`config.mk`:
```
export PLATFORM = sky130hd
export DESIGN_NAME = pic_top
export DESIGN_NICKNAME = d
export VERILOG_FILES = /design/src/shared/pic_pkg.sv /design/src/shared/pic_arb_if.sv /design/src/core/pic_top.sv /design/src/core/pic_pin_sync.sv /design/src/core/pic_arbiter.sv
export VERILOG_INCLUDE_DIRS = /design/src /design/src/shared
export SDC_FILE = /design/constraint.sdc
export NUM_CORES = 1
export LEC_CHECK = 0
export ABC_AREA = 1
export BUFFER_PORTS_ARGS = -buffer_cell sky130_fd_sc_hd__buf_2
export CELL_PAD_IN_SITES_DETAIL_PLACEMENT = 0
export CELL_PAD_IN_SITES_GLOBAL_PLACEMENT = 1
export CORE_ASPECT_RATIO = 0.5
export CORE_MARGIN = 2
export CORE_UTILIZATION = 32
export CTS_CLUSTER_DIAMETER = 50
export DETAILED_ROUTE_END_ITERATION = 10
export PLACE_DENSITY_LB_ADDON = 0.1
export RECOVER_POWER = 100
export SYNTH_ARGS = -nofsm -noshare
export SYNTH_HDL_FRONTEND = slang
export SYNTH_SLANG_ARGS = --single-unit
```
`constraint.sdc`:
```
create_clock -name sys_clk -period 6.27 [get_ports sys_clk]
set_input_delay 1.254 -clock sys_clk [delete_from_list [all_inputs] [get_ports sys_clk]]
set_output_delay 1.254 -clock sys_clk [all_outputs]
set_load 0.01 [all_outputs]
```
`src/shared/pic_cfg.svh`:
```
`ifndef PIC_CFG_SVH
`define PIC_CFG_SVH

// Number of request sources
`define PIC_NUM_SRC        6

// Register indices; the byte address is four times the index
`define PIC_IDX_ENABLE     8'hA8
`define PIC_IDX_PRIO_HIGH  8'hB7
`define PIC_IDX_PRIO_LOW   8'hB8
`define PIC_IDX_FLAGS      8'hC0
`define PIC_IDX_CTRL       8'hC1
`define PIC_IDX_STATUS     8'hC2

// Reset values and implemented bits
`define PIC_RST_ENABLE     8'h00
`define PIC_RST_PRIO       8'h00
`define PIC_RST_FLAGS      8'h00
`define PIC_RST_CTRL       8'h00
`define PIC_MASK_ENABLE    8'hDF
`define PIC_MASK_PRIO      8'h5F
`define PIC_MASK_CTRL      8'h03

// Enable and priority bit positions per source
`define PIC_POS_GATE       7
`define PIC_POS_EXT0       0
`define PIC_POS_TIMER0     1
`define PIC_POS_EXT1       2
`define PIC_POS_TIMER1     3
`define PIC_POS_SERIAL     4
`define PIC_POS_COMP       6

// Request flag register bit positions
`define PIC_FLG_EXT0       0
`define PIC_FLG_TIMER0     1
`define PIC_FLG_EXT1       2
`define PIC_FLG_TIMER1     3
`define PIC_FLG_UART_RX    4
`define PIC_FLG_UART_TX    5
`define PIC_FLG_SPI        6
`define PIC_FLG_COMP       7

// Control register bit positions
`define PIC_CTL_EXT0_TYPE  0
`define PIC_CTL_EXT1_TYPE  1

// Source indices in arbitration order
`define PIC_SRC_EXT0       0
`define PIC_SRC_TIMER0     1
`define PIC_SRC_EXT1       2
`define PIC_SRC_TIMER1     3
`define PIC_SRC_SERIAL     4
`define PIC_SRC_COMP       5

// Vector addresses
`define PIC_VEC_EXT0       16'h0003
`define PIC_VEC_TIMER0     16'h000B
`define PIC_VEC_EXT1       16'h0013
`define PIC_VEC_TIMER1     16'h001B
`define PIC_VEC_SERIAL     16'h0023
`define PIC_VEC_COMP       16'h0033

// Count loaded for the forced long call; the call lasts this many cycles plus one
`define PIC_CALL_CYCLES    2'd3

`endif

```
`src/shared/pic_pkg.sv`:
```
package pic_pkg;

    typedef logic [1:0] pic_level_t;
    typedef logic [2:0] pic_src_t;

    typedef enum logic {
        PIC_ST_IDLE,
        PIC_ST_CALL
    } pic_state_t;

endpackage

```
`src/shared/pic_arb_if.sv`:
```
`timescale 1ns/1ps
`default_nettype none

interface pic_arb_if #(
    parameter int NSRC = 6
);
    import pic_pkg::*;

    logic [NSRC-1:0] pending;
    pic_level_t      level [NSRC];
    logic            winValid;
    pic_src_t        winIndex;
    pic_level_t      winLevel;

    modport requester (output pending, output level,
                       input winValid, input winIndex, input winLevel);
    modport resolver  (input pending, input level,
                       output winValid, output winIndex, output winLevel);
endinterface

`default_nettype wire

```
`src/core/pic_top.sv`:
```
// The Wishbone slave port was left to the implementer.
`timescale 1ns/1ps
`default_nettype none
`include "pic_cfg.svh"

module pic_top
    import pic_pkg::*;
#(
    parameter int NSRC = `PIC_NUM_SRC
) (
    // Clock and reset
    input  wire logic        sys_clk,
    input  wire logic        resetn,
    // Wishbone slave
    input  wire logic        wb_cyc_i,
    input  wire logic        wb_stb_i,
    input  wire logic        wb_we_i,
    input  wire logic [9:0]  wb_adr_i,
    input  wire logic [3:0]  wb_sel_i,
    input  wire logic [31:0] wb_dat_i,
    output logic      [31:0] wb_dat_o,
    output logic             wb_ack_o,
    // CPU core status
    input  wire logic        instrLastCycle,
    input  wire logic        instrBlocking,
    input  wire logic        instrReturn,
    // External request pins, active low
    input  wire logic        ext0PinN,
    input  wire logic        ext1PinN,
    // Peripheral events, one-cycle pulses, plus the timer 0 mode 3 level
    input  wire logic        timer0Rollover,
    input  wire logic        timer1Rollover,
    input  wire logic        timer0Mode3,
    input  wire logic        uartRxDoneSet,
    input  wire logic        uartTxDoneSet,
    input  wire logic        spiDoneSet,
    input  wire logic        comparatorEventSet,
    // Long call to the core
    output logic             callStart,
    output logic             callActive,
    output logic      [15:0] callVector,
    output logic      [3:0]  serviceLevels
);
    localparam int POS [NSRC] = '{`PIC_POS_EXT0, `PIC_POS_TIMER0,
                                  `PIC_POS_EXT1, `PIC_POS_TIMER1,
                                  `PIC_POS_SERIAL, `PIC_POS_COMP};
    localparam logic [15:0] VEC [NSRC] = '{`PIC_VEC_EXT0,
                                           `PIC_VEC_TIMER0,
                                           `PIC_VEC_EXT1,
                                           `PIC_VEC_TIMER1,
                                           `PIC_VEC_SERIAL,
                                           `PIC_VEC_COMP};

    logic [7:0]  enable_reg;
    logic [7:0]  prioHigh_reg;
    logic [7:0]  prioLow_reg;
    logic [7:0]  flags_reg;
    logic [7:0]  flags_next;
    logic [7:0]  ctrl_reg;
    logic [3:0]  inService_reg;
    logic [3:0]  inService_next;
    logic        regTouched_reg;
    logic        regTouched_next;
    pic_state_t  state_reg;
    pic_state_t  state_next;
    logic [1:0]  callCount_reg;
    logic [1:0]  callCount_next;
    logic [15:0] callVector_reg;
    logic        callStart_reg;
    logic        callActive_reg;
    logic        ack_reg;
    logic [31:0] datOut_reg;

    // Bus decode
    wire logic [7:0] busIdx    = wb_adr_i[9:2];
    wire logic       busReq    = wb_cyc_i & wb_stb_i;
    wire logic       busWrite  = busReq & wb_we_i & ack_reg & wb_sel_i[0];
    wire logic [7:0] wrByte    = wb_dat_i[7:0];
    wire logic       hitEnable = busIdx == `PIC_IDX_ENABLE;
    wire logic       hitHigh   = busIdx == `PIC_IDX_PRIO_HIGH;
    wire logic       hitLow    = busIdx == `PIC_IDX_PRIO_LOW;
    wire logic       hitFlags  = busIdx == `PIC_IDX_FLAGS;
    wire logic       hitCtrl   = busIdx == `PIC_IDX_CTRL;
    wire logic       hitStatus = busIdx == `PIC_IDX_STATUS;
    wire logic       wrEnable  = busWrite & hitEnable;
    wire logic       wrHigh    = busWrite & hitHigh;
    wire logic       wrLow     = busWrite & hitLow;
    wire logic       wrFlags   = busWrite & hitFlags;
    wire logic       wrCtrl    = busWrite & hitCtrl;
    wire logic       cfgWrite  = wrEnable | wrHigh | wrLow;

    wire logic [7:0] statusByte = {3'h0, callActive_reg, inService_reg};
    wire logic [7:0] rdByte =
        hitEnable ? enable_reg   :
        hitHigh   ? prioHigh_reg :
        hitLow    ? prioLow_reg  :
        hitFlags  ? flags_reg    :
        hitCtrl   ? ctrl_reg     :
        hitStatus ? statusByte   : 8'h00;

    // External pins
    logic [1:0] extLow;
    logic [1:0] extFall;
    wire logic [1:0] extPinsN = {ext1PinN, ext0PinN};

    genvar g;
    generate
        for (g = 0; g < 2; g++) begin : gExt
            pic_pin_sync u_sync (
                .sys_clk  (sys_clk),
                .resetn   (resetn),
                .pinN     (extPinsN[g]),
                .pinLow   (extLow[g]),
                .fallEdge (extFall[g])
            );
        end
    endgenerate

    wire logic ext0Edge = ctrl_reg[`PIC_CTL_EXT0_TYPE];
    wire logic ext1Edge = ctrl_reg[`PIC_CTL_EXT1_TYPE];

    // Per-source request, enable and level
    pic_arb_if #(.NSRC(NSRC)) arb ();

    wire logic [NSRC-1:0] srcFlag = {
        flags_reg[`PIC_FLG_COMP],
        flags_reg[`PIC_FLG_UART_RX] | flags_reg[`PIC_FLG_UART_TX] |
            flags_reg[`PIC_FLG_SPI],
        flags_reg[`PIC_FLG_TIMER1],
        flags_reg[`PIC_FLG_EXT1],
        flags_reg[`PIC_FLG_TIMER0],
        flags_reg[`PIC_FLG_EXT0]
    };
    wire logic gate = enable_reg[`PIC_POS_GATE];

    generate
        for (g = 0; g < NSRC; g++) begin : gSrc
            // Flags are registers, so the poll sees last cycle's values
            assign arb.pending[g] = srcFlag[g] & enable_reg[POS[g]] & gate;
            assign arb.level[g]   = {prioHigh_reg[POS[g]],
                                     prioLow_reg[POS[g]]};
        end
    endgenerate

    pic_arbiter #(.NSRC(NSRC)) u_arb (
        .arb (arb)
    );

    // Highest level now in service
    logic       curValid;
    pic_level_t curLevel;
    always_comb begin
        curValid = 1'b0;
        curLevel = '0;
        for (int i = 0; i < 4; i++) begin
            if (inService_reg[i]) begin
                curValid = 1'b1;
                curLevel = pic_level_t'(i);
            end
        end
    end

    wire logic preempt = !curValid || arb.winLevel > curLevel;
    wire logic blocked = instrBlocking | regTouched_reg | cfgWrite;
    // Decided fresh at every poll; nothing of a denial is kept
    wire logic accept  = state_reg == PIC_ST_IDLE & instrLastCycle &
                         arb.winValid & preempt & ~blocked;
    wire logic doReturn = state_reg == PIC_ST_IDLE & instrLastCycle &
                          instrReturn;
    wire pic_src_t win  = arb.winIndex;

    // A config write keeps the poll closed until one more instruction ends
    always_comb begin
        regTouched_next = (regTouched_reg | cfgWrite) & ~instrLastCycle;
    end

    // Request flags: software first, then vectoring clear, then hardware set
    always_comb begin
        flags_next = flags_reg;
        if (wrFlags) begin
            flags_next = wrByte;
            flags_next[`PIC_FLG_SPI] =
                flags_reg[`PIC_FLG_SPI] & wrByte[`PIC_FLG_SPI];
        end
        if (accept) begin
            if (win == `PIC_SRC_TIMER0) begin
                flags_next[`PIC_FLG_TIMER0] = 1'b0;
            end
            if (win == `PIC_SRC_TIMER1) begin
                flags_next[`PIC_FLG_TIMER1] = 1'b0;
            end
            if (win == `PIC_SRC_EXT0 && ext0Edge) begin
                flags_next[`PIC_FLG_EXT0] = 1'b0;
            end
            if (win == `PIC_SRC_EXT1 && ext1Edge) begin
                flags_next[`PIC_FLG_EXT1] = 1'b0;
            end
        end
        // Set beats clear in the same cycle so no event is lost
        if (timer0Rollover && !timer0Mode3) begin
            flags_next[`PIC_FLG_TIMER0] = 1'b1;
        end
        if (timer1Rollover) begin
            flags_next[`PIC_FLG_TIMER1] = 1'b1;
        end
        if (uartRxDoneSet) begin
            flags_next[`PIC_FLG_UART_RX] = 1'b1;
        end
        if (uartTxDoneSet) begin
            flags_next[`PIC_FLG_UART_TX] = 1'b1;
        end
        if (spiDoneSet) begin
            flags_next[`PIC_FLG_SPI] = 1'b1;
        end
        if (comparatorEventSet) begin
            flags_next[`PIC_FLG_COMP] = 1'b1;
        end
        if (ext0Edge) begin
            if (extFall[0]) begin
                flags_next[`PIC_FLG_EXT0] = 1'b1;
            end
        end else begin
            // Level mode: the pin owns the flag, writes do not stick
            flags_next[`PIC_FLG_EXT0] = extLow[0];
        end
        if (ext1Edge) begin
            if (extFall[1]) begin
                flags_next[`PIC_FLG_EXT1] = 1'b1;
            end
        end else begin
            flags_next[`PIC_FLG_EXT1] = extLow[1];
        end
    end

    // In-service levels: push on accept, pop highest on return
    always_comb begin
        inService_next = inService_reg;
        if (doReturn && curValid) begin
            inService_next[curLevel] = 1'b0;
        end
        if (accept) begin
            inService_next[arb.winLevel] = 1'b1;
        end
    end

    // Long call sequencer
    always_comb begin
        state_next     = state_reg;
        callCount_next = callCount_reg;
        case (state_reg)
            PIC_ST_IDLE: begin
                if (accept) begin
                    state_next     = PIC_ST_CALL;
                    callCount_next = `PIC_CALL_CYCLES;
                end
            end
            PIC_ST_CALL: begin
                if (callCount_reg == 2'd0) begin
                    state_next = PIC_ST_IDLE;
                end else begin
                    callCount_next = callCount_reg - 2'd1;
                end
            end
            default: begin
                state_next = PIC_ST_IDLE;
            end
        endcase
    end

    // Registers
    always_ff @(posedge sys_clk) begin
        if (!resetn) begin
            enable_reg   <= `PIC_RST_ENABLE;
            prioHigh_reg <= `PIC_RST_PRIO;
            prioLow_reg  <= `PIC_RST_PRIO;
            ctrl_reg     <= `PIC_RST_CTRL;
        end else begin
            if (wrEnable) begin
                enable_reg <= wrByte & `PIC_MASK_ENABLE;
            end
            if (wrHigh) begin
                prioHigh_reg <= wrByte & `PIC_MASK_PRIO;
            end
            if (wrLow) begin
                prioLow_reg <= wrByte & `PIC_MASK_PRIO;
            end
            if (wrCtrl) begin
                ctrl_reg <= wrByte & `PIC_MASK_CTRL;
            end
        end
    end

    always_ff @(posedge sys_clk) begin
        if (!resetn) begin
            flags_reg      <= `PIC_RST_FLAGS;
            inService_reg  <= 4'h0;
            regTouched_reg <= 1'b0;
        end else begin
            flags_reg      <= flags_next;
            inService_reg  <= inService_next;
            regTouched_reg <= regTouched_next;
        end
    end

    always_ff @(posedge sys_clk) begin
        if (!resetn) begin
            state_reg      <= PIC_ST_IDLE;
            callCount_reg  <= 2'd0;
            callVector_reg <= 16'h0000;
            callStart_reg  <= 1'b0;
            callActive_reg <= 1'b0;
        end else begin
            state_reg      <= state_next;
            callCount_reg  <= callCount_next;
            callStart_reg  <= accept;
            callActive_reg <= state_next == PIC_ST_CALL;
            if (accept) begin
                callVector_reg <= VEC[win];
            end
        end
    end

    // Wishbone answer one cycle after the strobe; unmapped reads give zero
    always_ff @(posedge sys_clk) begin
        if (!resetn) begin
            ack_reg    <= 1'b0;
            datOut_reg <= 32'h00000000;
        end else begin
            ack_reg <= busReq & ~ack_reg;
            if (busReq && !ack_reg) begin
                datOut_reg <= {24'h000000, rdByte};
            end
        end
    end

    assign wb_ack_o      = ack_reg;
    assign wb_dat_o      = datOut_reg;
    assign callStart     = callStart_reg;
    assign callActive    = callActive_reg;
    assign callVector    = callVector_reg;
    assign serviceLevels = inService_reg;
endmodule

`default_nettype wire

```
`src/core/pic_pin_sync.sv`:
```
`timescale 1ns/1ps
`default_nettype none

module pic_pin_sync
    import pic_pkg::*;
(
    // Clock and reset
    input  wire logic sys_clk,
    input  wire logic resetn,
    // Pin, active low
    input  wire logic pinN,
    // Synchronised views
    output logic      pinLow,
    output logic      fallEdge
);
    logic meta_reg;
    logic sync_reg;
    logic prev_reg;

    always_ff @(posedge sys_clk) begin
        if (!resetn) begin
            meta_reg <= 1'b1;
            sync_reg <= 1'b1;
            prev_reg <= 1'b1;
        end else begin
            meta_reg <= pinN;
            sync_reg <= meta_reg;
            prev_reg <= sync_reg;
        end
    end

    // Only the second and third stages feed logic
    assign pinLow   = ~sync_reg;
    assign fallEdge = prev_reg & ~sync_reg;
endmodule

`default_nettype wire

```
`src/core/pic_arbiter.sv`:
```
`timescale 1ns/1ps
`default_nettype none

module pic_arbiter
    import pic_pkg::*;
#(
    parameter int NSRC = 6
) (
    // Requests in, winner out
    pic_arb_if.resolver arb
);
    always_comb begin
        arb.winValid = 1'b0;
        arb.winIndex = '0;
        arb.winLevel = '0;
        // Highest index first so a lower vector wins a tie in level
        for (int i = NSRC - 1; i >= 0; i--) begin
            if (arb.pending[i] &&
                (!arb.winValid || arb.level[i] >= arb.winLevel)) begin
                arb.winValid = 1'b1;
                arb.winIndex = pic_src_t'(i);
                arb.winLevel = arb.level[i];
            end
        end
    end
endmodule

`default_nettype wire

```
==> results.yml <==
run_status:
  outcome: "complete, no violations"
setup_path:
  max_stage_delay_ps: 350
  arrival_ps: 6250
  critPathLaunchType: "flip-flop"
  cp-end-kind: "flip-flop"
  r2r_slack_ps: 190
  r2r_start: "flags_reg[7]"
  required_ps: 6440
  r2r-end: "flags_reg[1]"
  path_common_cell: "nand2_2"
  cp_max_fo: 4
  cp_slowest_cell: "dfxtp_2"
  r2r_cells: 49
  path_class: "reg -> reg"
job:
  drv_cap: 0
clock_tree:
  h-tree-depth: 3
  clk_latency_ps: 330
  clk_pin_slew_ps: 50
  clock-root-buffer: "clkbuf_16"
  clock_sinks: 57
  clockBufferDepth: 2
  numCtsBuffers: 9
  cts_hold_buf: 0
  cts_tree: "yes"
placed_design:
  place.gp.congestion: 0.783
  dp.final_hpwl_mm: 8.27
  portBuffers: 53
power:
  p_leak_nw: 2.09
  switchingPower_uw: 211
  pwr-share-comb_pct: 5.7
  vdd_drop_max_mv: 0.140
  p_clk_share_pct: 55.3
  p_seq_share_pct: 39.1
  netSwitchingFraction_pct: 22.2
  powerDensity_nw_per_um2: 199
  internal_power_uw: 740
global_routing:
  grt_max_degree: 31
  grt_overflow: 0
  grt_use_met3_pct: 4.15
  met1_usage_pct: 27.4
  gr-usage-met2_pct: 25.4
  gr-usage-all-layers_pct: 18.1
  antenna_found_initial: 0
  grt_pass1_vias: 3122
  top_usage_layer: "met1"
  grt_pass1_wl_mm: 16.9
timing:
  setup-tns-final_ps: 0
  slew_headroom_pct: 33.2
  setup_viol: 0
  hold_viol: 0
  fin_crit_ps: 6080
  drv_slew: 0
  hold_ws_ps: 412
  skew_ps: 4.48
  fin_crit_sh_pct: 96.9
  worst_pin_slew_ps: 1000
  rsz0062_at_grt: "true"
  fmax_mhz: 165
layout:
  finalNetCount: 686
  ff_latch_area_um2: 1140
  fill_cells: 1188
  mostFrequentLayoutCells: "nand2_1 (79), inv_1 (54), dfxtp_1 (54), buf_4 (49), nand3_1 (40)"
  final_common_cell: "nand2_1"
  area_growth_pct: 33.3
  drive_above_1_share_pct: 31.9
  diodes: 0
  multi_input_area_um2: 2210
min_path:
  whs_path_depth: 1
  hold_start: "gExt[1].u_sync.meta_reg"
  hold_class: "reg -> reg"
  min_to: "gExt[1].u_sync.sync_reg"
synth:
  synth_top_family_by_area: "simple AND/OR/NAND/NOR gates"
  synthAdderAreaFrac_pct: 4.53
  yosysUniqueCellTypes: 41
  synth_mux_area_share_pct: 0.279
  yosys_warnings: 0
  synth_compound_area_share_pct: 15.0
  syn-cell-area_um2: 3590
  synthSimpleGateAreaFrac_pct: 32.3
  seq_area_frac_synth_pct: 31.8
  ys_ff_latch: 57
  synthCells: 503
  synth-xor-area-share_pct: 0
  syn_area_per_cell_um2: 7.14
floorplanning:
  coreArea_um2: 11000
  initial_core_util_pct: 32.7
  rows: 27
  dieArea_um2: 12100
  die_w_um: 154
  dieHeight_um: 78.9
  ios: 118
routing:
  drcViolationCount: 0
  wl_mm: 10.7
  vias_per_cell: 4.55
  vias: 3450
  wire_per_inst_um: 14.1
  drtIter0Drc: 133
  drtAntennaViolNets: 0
  drt-pass1-iter-count: 4
[metrics by stage]
stage                     utilization, %  std cells  instance area, µm²  setup slack (ps)  total power, mW
after global routing                43.6        759                4790              -201            0.981
after floorplan                        -        537                3720               175            0.427
after detailed placement            37.9        732                4170              -339            0.433
final                               43.6        759                4790               193            0.951
after CTS                           42.1        752                4620              1.20            0.962
after global placement              37.9        732                4170              -333            0.433
[area by class of cell]
type | count | area share, %
multi-input combinational | 367 | 46.2
inverter | 67 | 5.41
tap | 145 | 3.79
clock inverter | 5 | 1.67
clock buffer | 10 | 4.99
timing repair buffer | 108 | 14.1
sequential | 57 | 23.9
[metal layers]
metal  vias to the layer above  share of wire [%]
met5                         -                  0
met4                         0                1.1
met3                        10                4.7
met2                        93                 38
met1                      1548                 57
li1                       1799                  -
[worst max-delay path, delay by kind of cell (launching register included)]
kind                       cells  cell delay [ps]
and+or+nand+nor               26             2240
adders and majority gates      6             1610
AOI/OAI and AO/OA             10              960
buffers and inverters          7              740
DFF                            1              350
[how the worst max path moves through the flow]
| stage | from | endpoint | cells after the start |
|---|---|---|---|
| final | flags_reg[7] | flags_reg[1] | 49 |
| after global routing | flags_reg[7] | flags_reg[1] | 50 |
| after CTS | enable_reg[6] | flags_reg[1] | 51 |
| after detailed placement | flags_reg[7] | callVector[3] | 49 |
| after global placement | flags_reg[7] | flags_reg[3] | 49 |
| after floorplan | enable_reg[7] | flags_reg[1] | 50 |
[cells in the mapped netlist (all sizes together)]
cell    count  share of area (%)
a31oi       1               0.17
or2         6                1.0
o22ai       2               0.52
o211ai      2               0.42
a221oi      3               0.73
inv        67                7.0
nand3      54                9.6
dfxtp      57                 32
a21oi      44                6.3
clkbuf      7               0.73
o21ai      39                5.5
nand3b      1               0.21
buf        39                8.3
nand4       6                1.4
nand2     105                 12
a311oi      1               0.24
nor3       10                2.2
mux2i       1               0.28
nor4        3               0.52
conb        1               0.10
ha         13                4.5
o21bai      3                1.0
nor2       38                4.9
[cell families after synthesis]
family,count (synthesis)
AO/OA/AOI/OAI,95
AND/OR/NAND/NOR,223
buffers and inverters,113
multiplexers,1
adder cells (fa/ha/maj),13
other,1
flip-flops,57
[power by group through the flow]
stage | logic (mW) | clock network [mW] | registers (mW)
after floorplan | 0.0486 | 0 | 0.378
after global placement | 0.0541 | 0 | 0.379
after detailed placement | 0.0541 | 0 | 0.379
after CTS | 0.0549 | 0.536 | 0.371
after global routing | 0.0600 | 0.549 | 0.372
final | 0.0538 | 0.526 | 0.372
[what timing repair did]
action / CTS / global route
endpoints found under the setup margin: 16 / 16
setup buffers: 5 / 7
pin swaps: 21 / 36
gates resized for setup: 26 / 41
Power figures use the tool's default switching activity.
